## src/rtl/memsel_cfg.svh

```systemverilog
// constants for the memory select decoder and its bus partner
// assumes a 50 MHz reference clock and 8-bit registers
`ifndef MEMSEL_CFG_SVH
`define MEMSEL_CFG_SVH

// ----------------------------------------------------------------
// register space
// ----------------------------------------------------------------
`define REG_BASE_HI      8'hF0
`define OFS_PAGE         8'hE0
`define OFS_SPACE_MAP    8'hE2
`define OFS_POWER0       8'hB0
`define OFS_POWER2       8'hB4
`define PAGE_RST         8'h00
`define SPACE_MAP_INIT   8'h0C
`define POWER0_RST       8'h00
`define POWER2_RST       8'h00
`define PIO_HI0          8'hF1
`define PIO_HI1          8'hF2

// ----------------------------------------------------------------
// field positions
// ----------------------------------------------------------------
`define MAP_PERIPHERAL_IO_ENABLE       7
`define MAP_PRI_DATA     4
`define MAP_SEC_DATA     3
`define MAP_PRI_CODE     2
`define MAP_SEC_CODE     1
`define MAP_SRAM_CODE    0
`define PWR0_FAST        3
`define PWR2_BLK_FETCH   0
`define PWR2_BLK_RD      1
`define PWR2_BLK_WR      2
`define PWR2_BLK_ALE     3
`define PWR2_BLK_PDN     4

// ----------------------------------------------------------------
// flash instruction and timing
// ----------------------------------------------------------------
`define FLASH_RESET_CODE 8'hF0
`define FLASH_RESET_ADDR 16'h9000
`define CLK_PERIOD_NS    20
`define RECOVER_NS       25000
`define RECOVER_CYC      (`RECOVER_NS / `CLK_PERIOD_NS)
`define STANDBY_NS       70
`define STANDBY_CYC      ((`STANDBY_NS + `CLK_PERIOD_NS - 1) / `CLK_PERIOD_NS)
`define OP_PROGRAM       2'h1
`define OP_BULK          2'h2
`define OP_SECTOR        2'h3

`endif

```

## src/rtl/memsel_pkg.sv

```systemverilog
// types shared by both ends of the memory select link
// assumes memsel_cfg.svh holds the numbers
`default_nettype none
package memsel_pkg;
  typedef enum logic [5:0] {
    FL_READ    = 6'h01,
    FL_PROGRAM = 6'h02,
    FL_BULK    = 6'h04,
    FL_SECTOR  = 6'h08,
    FL_ERROR   = 6'h10,
    FL_RECOVER = 6'h20
  } flash_state_e;

  typedef enum logic [2:0] {
    HS_IDLE  = 3'h1,
    HS_RESET = 3'h2,
    HS_READ  = 3'h4
  } host_state_e;
endpackage
`default_nettype wire

```

## src/rtl/memsel_if.sv

```systemverilog
// bus between the mcu side and the memory select decoder
// assumes both ends run on the same clock
`timescale 1ns/100ps
`default_nettype none
interface memsel_if;
  logic [15:0] addr;
  logic [7:0]  wdata;
  logic [7:0]  rdata;
  logic        rd;
  logic        wr;
  logic        program_fetch_strobe;
  logic        ale;
  logic        rst_pulse;
  logic        power_down_input;
  logic [7:0]  primary_sector_selects;
  logic [3:0]  secondary_sector_selects;
  logic        sram_select;
  logic        io_select;
  logic [1:0]  pio_select;
  logic        ready_busy;
  logic        error_flag_bit;

  modport dev (
    input  addr, wdata, rd, wr, program_fetch_strobe, ale, rst_pulse,
    input  power_down_input,
    output rdata, primary_sector_selects, secondary_sector_selects,
    output sram_select, io_select, pio_select, ready_busy, error_flag_bit
  );
  modport host (
    output addr, wdata, rd, wr, program_fetch_strobe, ale, rst_pulse,
    output power_down_input,
    input  rdata, primary_sector_selects, secondary_sector_selects,
    input  sram_select, io_select, pio_select, ready_busy, error_flag_bit
  );
endinterface
`default_nettype wire

```

## src/rtl/memory_select_decode.sv

```systemverilog
// device end: decoder, page and mapping registers, flash mode control
// assumes the partner drives the bus on i_ref_clk, one-cycle strobes
`timescale 1ns/100ps
`default_nettype none
`include "memsel_cfg.svh"
module memory_select_decode (
  input  wire logic                   i_ref_clk,
  input  wire logic                   i_rst_n,
  memsel_if.dev                       bus,
  input  wire logic [1:0]             i_array_op,
  input  wire logic                   i_array_done,
  input  wire logic                   i_array_error,
  output logic [7:0]                  o_page_outputs,
  output logic                        o_standby,
  output memsel_pkg::flash_state_e    o_flash_state
);
  import memsel_pkg::*;

  // ----------------------------------------------------------------
  // registers
  // ----------------------------------------------------------------
  logic [7:0]   page_q, page_d;
  logic [7:0]   map_q, map_d;
  logic [7:0]   pwr0_q, pwr0_d;
  logic [7:0]   pwr2_q, pwr2_d;
  logic [7:0]   rdata_q, rdata_d;
  flash_state_e fl_q, fl_d;
  logic [10:0]  rcv_q, rcv_d;
  logic [2:0]   idle_q, idle_d;
  logic [30:0]  prev_q;
  logic         stby_q;

  // ----------------------------------------------------------------
  // strobe gating and activity
  // ----------------------------------------------------------------
  wire fetch_en = bus.program_fetch_strobe
                  & ~pwr2_q[`PWR2_BLK_FETCH];
  wire rd_en    = bus.rd & ~pwr2_q[`PWR2_BLK_RD];
  wire wr_en    = bus.wr & ~pwr2_q[`PWR2_BLK_WR];
  wire ale_en   = bus.ale & ~pwr2_q[`PWR2_BLK_ALE];
  wire pdn_en   = bus.power_down_input & ~pwr2_q[`PWR2_BLK_PDN];
  wire busy     = (fl_q != FL_READ) && (fl_q != FL_ERROR);

  // every decoder input but map_q, watched for the standby timer
  wire [30:0] dec_in = {bus.addr, fetch_en, rd_en, wr_en, ale_en,
                        bus.rst_pulse, pdn_en, page_q, busy};

  // ----------------------------------------------------------------
  // address decode
  // ----------------------------------------------------------------
  wire io_hit   = bus.addr[15:8] == `REG_BASE_HI;
  wire [1:0] pio_hit;
  assign pio_hit[0] = map_q[`MAP_PERIPHERAL_IO_ENABLE]
                      & (bus.addr[15:8] == `PIO_HI0);
  assign pio_hit[1] = map_q[`MAP_PERIPHERAL_IO_ENABLE]
                      & (bus.addr[15:8] == `PIO_HI1);
  // two product terms; the paged one reaches sram at 8000h-87FFh
  wire sram_hit = (bus.addr[15:13] == 3'h3)
                | ((bus.addr[15:11] == 5'h10) & page_q[7]);
  wire level1   = sram_hit | io_hit | (|pio_hit);

  // strobes that may reach each memory
  wire pri_ok  = (rd_en & map_q[`MAP_PRI_DATA])
               | (fetch_en & map_q[`MAP_PRI_CODE]) | wr_en;
  wire sec_ok  = (rd_en & map_q[`MAP_SEC_DATA])
               | (fetch_en & map_q[`MAP_SEC_CODE]) | wr_en;
  wire sram_ok = rd_en | wr_en | (fetch_en & map_q[`MAP_SRAM_CODE]);
  wire data_ok = rd_en | wr_en;

  wire [3:0] sec_hit;
  wire [7:0] pri_hit;
  genvar gi;
  generate
    for (gi = 0; gi < 8; gi = gi + 1) begin : g_pri
      // page picks one 32k primary sector in the upper half
      assign pri_hit[gi] = bus.addr[15] & (page_q[2:0] == 3'(gi));
      if (gi < 4) begin : g_sec
        assign sec_hit[gi] = (bus.addr[15:13] == {1'b0, 2'(gi)});
      end
    end
  endgenerate
  wire any_sec = |sec_hit;

  // level 1 beats level 2 beats level 3
  assign bus.sram_select = sram_hit & sram_ok;
  assign bus.io_select   = io_hit & data_ok & ~sram_hit;
  assign bus.pio_select  = pio_hit & {2{data_ok}};
  assign bus.secondary_sector_selects =
           sec_hit & {4{sec_ok & ~level1}};
  assign bus.primary_sector_selects =
           pri_hit & {8{pri_ok & ~level1 & ~any_sec}};
  assign bus.rdata          = rdata_q;
  assign bus.ready_busy     = ~busy;
  assign bus.error_flag_bit = (fl_q == FL_ERROR);

  // ----------------------------------------------------------------
  // register access
  // ----------------------------------------------------------------
  wire reg_wr  = bus.wr & io_hit;
  wire reg_rd  = bus.rd & io_hit;
  wire wr_page = reg_wr & (bus.addr[7:0] == `OFS_PAGE);
  wire wr_map  = reg_wr & (bus.addr[7:0] == `OFS_SPACE_MAP);
  wire wr_pw0  = reg_wr & (bus.addr[7:0] == `OFS_POWER0);
  wire wr_pw2  = reg_wr & (bus.addr[7:0] == `OFS_POWER2);

  assign page_d = wr_page ? bus.wdata : page_q;
  assign map_d  = wr_map ? {bus.wdata[7], 2'b00, bus.wdata[4:0]}
                         : map_q;
  assign pwr0_d = wr_pw0 ? {4'h0, bus.wdata[3], 3'h0} : pwr0_q;
  assign pwr2_d = wr_pw2 ? {3'h0, bus.wdata[4:0]} : pwr2_q;

  always_comb begin
    rdata_d = 8'h00;
    if (reg_rd) begin
      case (bus.addr[7:0])
        `OFS_PAGE:      rdata_d = page_q;
        `OFS_SPACE_MAP: rdata_d = map_q;
        `OFS_POWER0:    rdata_d = pwr0_q;
        `OFS_POWER2:    rdata_d = pwr2_q;
        default:        rdata_d = 8'h00;
      endcase
    end
  end

  // ----------------------------------------------------------------
  // flash mode control
  // ----------------------------------------------------------------
  // the unlock pair is harmless either way, so a lone write counts
  wire flash_wr = wr_en & ~level1 & (bus.addr[15] | any_sec);
  wire rst_cmd  = flash_wr & (bus.wdata == `FLASH_RESET_CODE);
  wire rcv_done = rcv_q == 11'(`RECOVER_CYC - 1);

  always_comb begin
    fl_d  = fl_q;
    rcv_d = 11'h000;
    case (fl_q)
      FL_READ: begin
        if (i_array_op == `OP_PROGRAM) fl_d = FL_PROGRAM;
        else if (i_array_op == `OP_BULK) fl_d = FL_BULK;
        else if (i_array_op == `OP_SECTOR) fl_d = FL_SECTOR;
      end
      FL_PROGRAM, FL_BULK: begin
        // a reset instruction here is dropped on purpose
        if (bus.rst_pulse) fl_d = FL_RECOVER;
        else if (i_array_done) fl_d = i_array_error ? FL_ERROR : FL_READ;
      end
      FL_SECTOR: begin
        if (bus.rst_pulse | rst_cmd) fl_d = FL_RECOVER;
        else if (i_array_done) fl_d = i_array_error ? FL_ERROR : FL_READ;
      end
      FL_ERROR: begin
        if (bus.rst_pulse) fl_d = FL_READ;
        else if (rst_cmd) fl_d = FL_RECOVER;
      end
      FL_RECOVER: begin
        rcv_d = rcv_q + 11'h001;
        if (rcv_done) fl_d = FL_READ;
      end
      default: fl_d = FL_READ;
    endcase
  end

  // ----------------------------------------------------------------
  // standby timer
  // ----------------------------------------------------------------
  wire idle_now = (dec_in == prev_q);
  assign idle_d = !idle_now ? 3'h0
                : (idle_q == 3'(`STANDBY_CYC)) ? idle_q : idle_q + 3'h1;

  always_ff @(posedge i_ref_clk) begin
    if (!i_rst_n) begin
      page_q  <= `PAGE_RST;
      map_q   <= `SPACE_MAP_INIT;
      pwr0_q  <= `POWER0_RST;
      pwr2_q  <= `POWER2_RST;
      rdata_q <= 8'h00;
      fl_q    <= FL_READ;
      rcv_q   <= 11'h000;
      idle_q  <= 3'h0;
      prev_q  <= 31'h00000000;
      stby_q  <= 1'b0;
    end else begin
      page_q  <= page_d;
      map_q   <= map_d;
      pwr0_q  <= pwr0_d;
      pwr2_q  <= pwr2_d;
      rdata_q <= rdata_d;
      fl_q    <= fl_d;
      rcv_q   <= rcv_d;
      idle_q  <= idle_d;
      prev_q  <= dec_in;
      stby_q  <= ~pwr0_q[`PWR0_FAST] & idle_now
                 & (idle_q == 3'(`STANDBY_CYC));
    end
  end

  // outputs taken from flops only
  logic [7:0]   page_out_q;
  flash_state_e fl_out_q;
  always_ff @(posedge i_ref_clk) begin
    if (!i_rst_n) begin
      page_out_q <= `PAGE_RST;
      fl_out_q   <= FL_READ;
    end else begin
      page_out_q <= page_q;
      fl_out_q   <= fl_q;
    end
  end
  assign o_page_outputs = page_out_q;
  assign o_standby      = stby_q;
  assign o_flash_state  = fl_out_q;
endmodule
`default_nettype wire

```

## src/flat_wrapper.sv

```systemverilog
// flat-port wrapper written by rule: the top's interface ports become plain ports
module memory_select_decode_flat import memsel_pkg::*;
  (i_ref_clk, i_rst_n, i_array_op, i_array_done, i_array_error, o_page_outputs, o_standby, o_flash_state, bus_addr, bus_wdata, bus_rd, bus_wr, bus_program_fetch_strobe, bus_ale, bus_rst_pulse, bus_power_down_input, bus_rdata, bus_primary_sector_selects, bus_secondary_sector_selects, bus_sram_select, bus_io_select, bus_pio_select, bus_ready_busy, bus_error_flag_bit);
  memsel_if bus_i ();
  input  wire logic i_ref_clk;
  input  wire logic i_rst_n;
  input  wire logic [1:0] i_array_op;
  input  wire logic i_array_done;
  input  wire logic i_array_error;
  output logic [7:0] o_page_outputs;
  output logic o_standby;
  output memsel_pkg::flash_state_e o_flash_state;
  input wire logic [$bits(bus_i.addr)-1:0] bus_addr;
  input wire logic [$bits(bus_i.wdata)-1:0] bus_wdata;
  input wire logic [$bits(bus_i.rd)-1:0] bus_rd;
  input wire logic [$bits(bus_i.wr)-1:0] bus_wr;
  input wire logic [$bits(bus_i.program_fetch_strobe)-1:0] bus_program_fetch_strobe;
  input wire logic [$bits(bus_i.ale)-1:0] bus_ale;
  input wire logic [$bits(bus_i.rst_pulse)-1:0] bus_rst_pulse;
  input wire logic [$bits(bus_i.power_down_input)-1:0] bus_power_down_input;
  output wire logic [$bits(bus_i.rdata)-1:0] bus_rdata;
  output wire logic [$bits(bus_i.primary_sector_selects)-1:0] bus_primary_sector_selects;
  output wire logic [$bits(bus_i.secondary_sector_selects)-1:0] bus_secondary_sector_selects;
  output wire logic [$bits(bus_i.sram_select)-1:0] bus_sram_select;
  output wire logic [$bits(bus_i.io_select)-1:0] bus_io_select;
  output wire logic [$bits(bus_i.pio_select)-1:0] bus_pio_select;
  output wire logic [$bits(bus_i.ready_busy)-1:0] bus_ready_busy;
  output wire logic [$bits(bus_i.error_flag_bit)-1:0] bus_error_flag_bit;
  assign bus_i.addr = bus_addr;
  assign bus_i.wdata = bus_wdata;
  assign bus_i.rd = bus_rd;
  assign bus_i.wr = bus_wr;
  assign bus_i.program_fetch_strobe = bus_program_fetch_strobe;
  assign bus_i.ale = bus_ale;
  assign bus_i.rst_pulse = bus_rst_pulse;
  assign bus_i.power_down_input = bus_power_down_input;
  assign bus_rdata = bus_i.rdata;
  assign bus_primary_sector_selects = bus_i.primary_sector_selects;
  assign bus_secondary_sector_selects = bus_i.secondary_sector_selects;
  assign bus_sram_select = bus_i.sram_select;
  assign bus_io_select = bus_i.io_select;
  assign bus_pio_select = bus_i.pio_select;
  assign bus_ready_busy = bus_i.ready_busy;
  assign bus_error_flag_bit = bus_i.error_flag_bit;
  memory_select_decode u_core (.i_ref_clk(i_ref_clk), .i_rst_n(i_rst_n), .bus(bus_i), .i_array_op(i_array_op), .i_array_done(i_array_done), .i_array_error(i_array_error), .o_page_outputs(o_page_outputs), .o_standby(o_standby), .o_flash_state(o_flash_state));
endmodule
```

## config.mk

```make
export PLATFORM = sky130hd
export DESIGN_NAME = memory_select_decode_flat
export DESIGN_NICKNAME = d
export VERILOG_FILES = /design/src/rtl/memsel_pkg.sv /design/src/rtl/memsel_if.sv /design/src/rtl/memory_select_decode.sv /design/src/flat_wrapper.sv
export VERILOG_INCLUDE_DIRS = /design/src /design/src/rtl
export SDC_FILE = /design/constraint.sdc
export NUM_CORES = 1
export LEC_CHECK = 0
export BUFFER_PORTS_ARGS = -buffer_cell sky130_fd_sc_hd__buf_4
export CORE_UTILIZATION = 59
export CTS_BUF_LIST = sky130_fd_sc_hd__clkbuf_16
export CTS_CLUSTER_SIZE = 30
export DETAILED_ROUTE_END_ITERATION = 16
export PLACE_DENSITY = 0.89
export SLEW_MARGIN = 5
export SYNTH_ARGS = -nofsm -noshare
export SYNTH_HDL_FRONTEND = slang
export SYNTH_SLANG_ARGS = --single-unit
```

## constraint.sdc

```tcl
create_clock -name i_ref_clk -period 3 [get_ports i_ref_clk]
set_clock_uncertainty 0.05 [all_clocks]
set_input_delay 0.45 -clock i_ref_clk [delete_from_list [all_inputs] [get_ports i_ref_clk]]
set_output_delay 0.45 -clock i_ref_clk [all_outputs]
set_load 0.1 [all_outputs]
```

==> results of run 1 <==
flip-flops by register name (all words and copies together) (netlist names):
name                   flops
u_core.map_q               6
u_core.prev_q             24
u_core.o_page_outputs      7
u_core.page_q              8
u_core.pwr2_q              5
u_core.idle_q              3
u_core.bus.rdata           8
u_core.pwr0_q              1
u_core.o_flash_state       6
u_core.rcv_q              11
u_core.fl_q                6
u_core.o_standby           1
power groups by stage:
stage / Sequential, W / Clock (W) / Combinational [W]
floorplan: 0.00128 / 0 / 0.000320
global placement: 0.00124 / 0 / 0.000483
detailed placement: 0.00124 / 0 / 0.000493
CTS: 0.00121 / 0.00126 / 0.000499
global route: 0.00122 / 0.00131 / 0.000533
finish: 0.00122 / 0.00124 / 0.000502
worst max-delay path, cell delays in order (launching register included):
cell	delay (ns)
dfxtp_1	0.37
nor4b_1	0.17
a2bb2oi_1	0.24
and2_1	0.23
nand4b_1	0.27
nor2_2	0.18
buf_4	0.31
per-layer routing:
metal,wire length (um),up-vias,track usage
li1,-,1644,-
met1,3820,1615,0.352
met2,4800,157,0.497
met3,633,28,0.0557
met4,291,0,0.136
met5,0,-,0
placed cells by master, fill, tap and decap left out, drive strengths merged, types with 3 or more instances in the layout:
master  netlist  layout
dfxtp        86      86
nand3        11      11
or4           3       3
nor2         52      52
xnor2        18      18
nand4         8       8
and2         33      33
xor2         24      24
a221o         3       3
and3          5       5
inv          10      10
a32oi         3       3
buf          11      78
nor4          7       7
nor3         17      17
nand2b        8       8
bufinv        0       3
nor4b         3       3
nor2b         6       6
a21oi        19      19
ha            8       8
mux2i         9       9
clkbuf       15       9
nand2        33      33
a22oi         6       6
o21ai        17      17
stage by stage:
step / cells / TNS [ns] / setup WS, ns / hold WS [ns] / instance area (um2)
2_1_floorplan: 443 / -3.01 / -0.928 / 0.383 / 3950
5_1_grt: 588 / 0 / 0.185 / 0.302 / 4840
3_5_place_dp: 572 / 0 / 0.512 / 0.424 / 4500
4_1_cts: 588 / 0 / 0.401 / 0.299 / 4840
6_report: 588 / 0 / 0.389 / 0.306 / 4840
3_3_place_gp: 572 / 0 / 0.600 / 0.396 / 4500
area by class of cell:
type,instances,share of cell area
clock buffer,9,0.0465
clock inverter,7,0.0233
inverter,10,0.00776
multi-input combinational,321,0.426
sequential,86,0.356
tap,77,0.0199
timing repair buffer,78,0.121
cell families (layout without fill, tap and decap cells):
logic type	after synthesis	count (layout)
flops	86	86
other cells	1	1
buf+inv	36	104
xor+xnor	42	42
simple gates	199	199
fa+ha+maj	8	8
compound gates	62	62
mux	9	9
worst max-delay path by stage:
stage,from,end,slack [ns],cells after the start
detailed placement,bus_addr[15],bus_primary_sector_selects[4],0.51,7
global placement,bus_addr[15],bus_primary_sector_selects[0],0.60,7
global route,u_core.page_q[7]$_SDFFE_PN0P_,bus_primary_sector_selects[4],0.19,6
floorplan,bus_addr[13],bus_secondary_sector_selects[2],-0.93,6
finish,u_core.page_q[7]$_SDFFE_PN0P_,bus_primary_sector_selects[1],0.39,6
CTS,u_core.page_q[7]$_SDFFE_PN0P_,bus_primary_sector_selects[4],0.40,6
==> impl_metrics.py, run 1 <==
metrics = {
    "global_route": {
        "grt_pass1_vias": 3317,
        "grt_usage": 0.291,
        "antenna_found_initial": 0,
        "grt_max_degree": 39,
        "grt_overflow_total": 0,
        "grt_pass1_wl_um": 16000,
    },
    "clock_network": {
        "hold_buffers": 0,
        "htreeDepth": 3,
        "cts.reportedPaths.clkPinSlew_ns": 0.06,
        "clock_latency_ns": 0.33,
        "clock_path_buffers": 2,
        "numCtsBuffers": 9,
        "cts_tree": "yes",
        "clock-sinks": 86,
        "cts-root-buf": "clkbuf_16",
        "cts_setup_buffers": 0,
        "ctsResizeCount": 0,
    },
    "synth": {
        "seq_area_frac_synth": 0.441,
        "synthTopCellsByCount": "86 x dfxtp_1, 52 x nor2_1, 33 x and2_1, 33 x nand2_1, 24 x xor2_1",
        "synthXorXnorAreaFrac": 0.0941,
        "yosys_warnings": 0,
        "synth_top_family_by_area": "simple AND/OR/NAND/NOR gates",
        "synth_top_cell_by_area": "dfxtp_1",
        "syn-num-nets": 487,
        "synth_simple_gate_area_share": 0.269,
        "yosys.area_share.adder": 0.0256,
        "synthArstFlopShare": 0,
        "synth_most_common_cell": "dfxtp_1",
        "synth-edff-count": 0,
        "synth.area.mux_share": 0.0231,
        "netlist_instances": 443,
        "synth_area_leaders": "dfxtp_1 44%, xor2_1 5.4%, and2_1 5.3%",
        "synth_cell_types": 55,
        "synth_top_area_share": 0.441,
        "synth_compound_area_frac": 0.102,
        "synth_area_um2": 3910,
        "yosys_register_bits": 86,
        "synth_area_per_cell_um2": 8.82,
        "ys.flop_type": "dfxtp_1",
    },
    "cells_and_area": {
        "multi_input_area_um2": 2060,
        "area_delta_synth_final_pct": 23.9,
        "fillerInstances": 432,
        "final_util": 0.758,
        "n_antenna_cell": 0,
        "drive_gt1_frac": 0.213,
        "seq_area_um2": 1720,
        "finalNetCount": 550,
    },
    "worst_setup_path": {
        "startpoint_type": "flip-flop",
        "worstPathArrival_ns": 2.11,
        "worstSetupPathType": "reg2out",
        "ff2ff_path_depth": 5,
        "reg2reg_from": "u_core.fl_q[1]$_SDFFE_PN0P_",
        "endpoint_kind": "output pin",
        "cp_max_fo": 5,
        "required_ns": 2.50,
        "r2r-end": "u_core.fl_q[0]$_SDFFE_PN1P_",
        "r2r_slack_ns": 0.76,
    },
    "power": {
        "p_per_area_nw_per_um2": 612,
        "p_int_w": 0.00216,
        "comb_power_share": 0.169,
        "ir_drop_uv": 779,
        "p_leak_nw": 1.95,
        "power.share.clock": 0.420,
        "p_sw_w": 0.000804,
        "total_power_w": 0.00296,
        "swShare": 0.271,
        "sequentialPowerShare": 0.410,
    },
    "floorplanning": {
        "design.core.area_um2": 6390,
        "initial_core_util": 0.612,
        "ios": 77,
        "die_area_um2": 6950,
        "rows": 29,
        "die_h_um": 83.4,
        "fp.dieW_um": 83.4,
    },
    "route": {
        "drt-vias-per-instance": 5.86,
        "wirelength_um": 9540,
        "drt.antenna.violating_nets": 0,
        "wl_per_cell_um": 16.2,
        "first_pass_iters": 6,
        "vias": 3444,
        "dr.first_iter.drc_count": 380,
        "drc_errors": 0,
    },
    "timing": {
        "maxSlewViolCount": 0,
        "max_freq_ghz": 0.383,
        "hold_violations": 0,
        "setup_viol": 0,
        "max_slew.worst_pin.slew_ns": 0.600,
        "period_share": 0.870,
        "fin_crit_ns": 2.61,
        "rsz0062_at_grt": "false",
        "relSlewSlack": 0.599,
    },
    "placement": {
        "gp_congestion": 0.980,
        "io_buffer_count": 75,
        "dp_hpwl_um": 6890,
    },
    "min_path": {
        "whs_path_depth": 2,
        "min_to": "u_core.prev_q[25]$_SDFF_PN0_",
        "min_from": "bus_addr[10]",
        "hold_class": "in2reg",
    },
    "status": {
        "status": "finished, final reports clean",
    },
    "flow_run": {
        "maxCapViolations": 0,
    },
}
No activity file was read; power rests on OpenSTA's default activity.
==> run 2, diff against run 1 <==
--- a/config.mk
+++ b/config.mk
@@ -13,5 +13,5 @@
 export DETAILED_ROUTE_END_ITERATION = 16
 export PLACE_DENSITY = 0.89
-export SLEW_MARGIN = 5
+export SLEW_MARGIN = 20
 export SYNTH_ARGS = -nofsm -noshare
 export SYNTH_HDL_FRONTEND = slang
==> constraint.sdc (replaced) <==
create_clock -name i_ref_clk -period 3 [get_ports i_ref_clk]
set_clock_uncertainty 0.05 [all_clocks]
set_input_delay 0.15 -clock i_ref_clk [delete_from_list [all_inputs] [get_ports i_ref_clk]]
set_output_delay 0.15 -clock i_ref_clk [all_outputs]
set_load 0.1 [all_outputs]
==> impl_metrics.py, run 2 (same netlist as run 1, synthesis figures left out) <==
metrics = {
    "worst_setup_path": {
        "reg2reg_from": "u_core.page_q[1]$_SDFFE_PN0P_",
        "endpoint_kind": "output pin",
        "startpoint": "bus_addr[11]",
        "worstSetupPathType": "in2out",
        "required_ns": 2.80,
        "cp_max_fo": 5,
        "worstPathArrival_ns": 2.25,
        "startpoint_type": "input port",
    },
    "placement": {
        "dp_cells": 570,
        "io_buffer_count": 75,
        "dp_hpwl_um": 6940,
        "gp_congestion": 0.930,
        "place_area_um2": 4460,
    },
    "cells_and_area": {
        "final_util": 0.751,
        "final_common_cell": "dfxtp_1",
        "fin_cells": 588,
        "area_delta_synth_final_pct": 22.8,
        "finalNetCount": 550,
        "largest_reg_flops": 24,
        "design_area_um2": 4800,
        "n_antenna_cell": 0,
        "fillerInstances": 471,
        "top_regs": "u_core.prev_q (24), u_core.rcv_q (11)",
        "mostFrequentLayoutCells": "86 x dfxtp_1, 76 x buf_4, 52 x nor2_1",
        "drive_gt1_frac": 0.200,
        "max_flop_register": "u_core.prev_q",
    },
    "timing": {
        "max_slew.worst_pin.slew_ns": 0.641,
        "period_share": 0.818,
        "setup_viol": 0,
        "fin_crit_ns": 2.45,
        "rsz0062_at_grt": "false",
        "max_freq_ghz": 0.408,
        "hold_violations": 0,
        "relSlewSlack": 0.570,
        "maxSlewViolCount": 0,
    },
    "power": {
        "total_power_w": 0.00288,
        "p_leak_nw": 1.95,
        "p_per_area_nw_per_um2": 601,
        "ir_drop_uv": 435,
    },
    "floorplanning": {
        "ios": 77,
        "initial_core_util": 0.612,
        "die_h_um": 83.4,
        "design.core.area_um2": 6390,
        "die_area_um2": 6950,
        "rows": 29,
        "fp.dieW_um": 83.4,
    },
    "route": {
        "drt-vias-per-instance": 5.90,
        "vias": 3470,
        "wirelength_um": 9730,
        "wl_per_cell_um": 16.5,
        "drt.antenna.violating_nets": 0,
        "dr.first_iter.drc_count": 244,
        "first_pass_iters": 5,
        "drc_errors": 0,
    },
    "clock_network": {
        "clock_path_buffers": 2,
        "numCtsBuffers": 9,
        "clock_latency_ns": 0.33,
        "cts_setup_buffers": 0,
        "htreeDepth": 3,
        "cts-root-buf": "clkbuf_16",
        "clock-sinks": 86,
        "cts.reportedPaths.clkPinSlew_ns": 0.06,
        "cts_tree": "yes",
        "ctsResizeCount": 0,
    },
    "min_path": {
        "hold_class": "in2reg",
        "min_from": "bus_addr[12]",
    },
    "global_route": {
        "grt_pass1_vias": 3252,
        "grt_usage": 0.279,
        "grt_max_degree": 39,
        "grt_pass1_wl_um": 15400,
        "antenna_found_initial": 0,
        "grt_overflow_total": 0,
    },
    "status": {
        "status": "finished, final reports clean",
    },
    "flow_run": {
        "maxCapViolations": 0,
    },
}
==> run 2: cell count changes in the layout (fill, tap and decap cells not counted), sizes merged <==
cell         delta
buf             -2
bufinv          -1
inv             +1
dlygate4sd3     +2
clkinvlp        -1
clkinv          +1
==> run 2: area by class of cell <==
type	count	area, um2	share of cell area
Clock buffer	9	225	0.0469
Clock inverter	7	90.1	0.0188
Inverter	10	37.5	0.00782
Multi-Input combinational cell	321	2040	0.425
Sequential cell	86	1720	0.359
Tap cell	77	96.3	0.0201
Timing Repair Buffer	78	591	0.123
==> run 2: repair_timing <==
| item | CTS | global route |
|---|---|---|
| endpoints found under the setup margin | 0 | 0 |
| hold buffers | 2 | 0 |
| hold endpoints to repair | 2 | 0 |
==> run 2: power by group <==
group          leakage (nW)  internal, W  total [W]  switching, W
Combinational          1.09     0.000168   0.000501      0.000333
Clock                 0.157     0.000724    0.00116      0.000439
Sequential            0.700      0.00118    0.00122     0.0000337
==> run 2: per-stage QoR <==
stage          worst slack [ns]  setup TNS (ns)  hold WS (ns)
2_1_floorplan            -0.348          -0.840         0.222
3_3_place_gp              0.996               0         0.337
3_5_place_dp              0.939               0         0.343
4_1_cts                   0.569               0       0.00350
5_1_grt                   0.427               0       0.00679
6_report                  0.547               0       0.00403
==> run 2: worst paths after layout <==
check	to	slack [ns]	cells after the start
setup / recovery	bus_primary_sector_selects[4]	0.55	8
hold / removal	u_core.prev_q[27]$_SDFF_PN0_	0.004	2
setup reg to reg	u_core.o_standby$_SDFF_PN0_	0.90	5
hold reg to reg	u_core.rcv_q[0]$_SDFF_PN0_	0.42	1
==> run 2: layer usage <==
metal,global-route usage,vias up,wire [um]
met5,0,-,0
met1,0.328,1611,3900
met2,0.478,186,4770
met3,0.0666,38,677
met4,0.130,0,377
li1,-,1635,-
==> run 2: critical path: stages <==
cell and delay [ns]:
dlygate4sd3_1 0.54, buf_4 0.13, nor2b_1 0.10, a2bb2oi_1 0.32
and2_1 0.27, nand4_1 0.23, nor3_2 0.20, buf_4 0.32
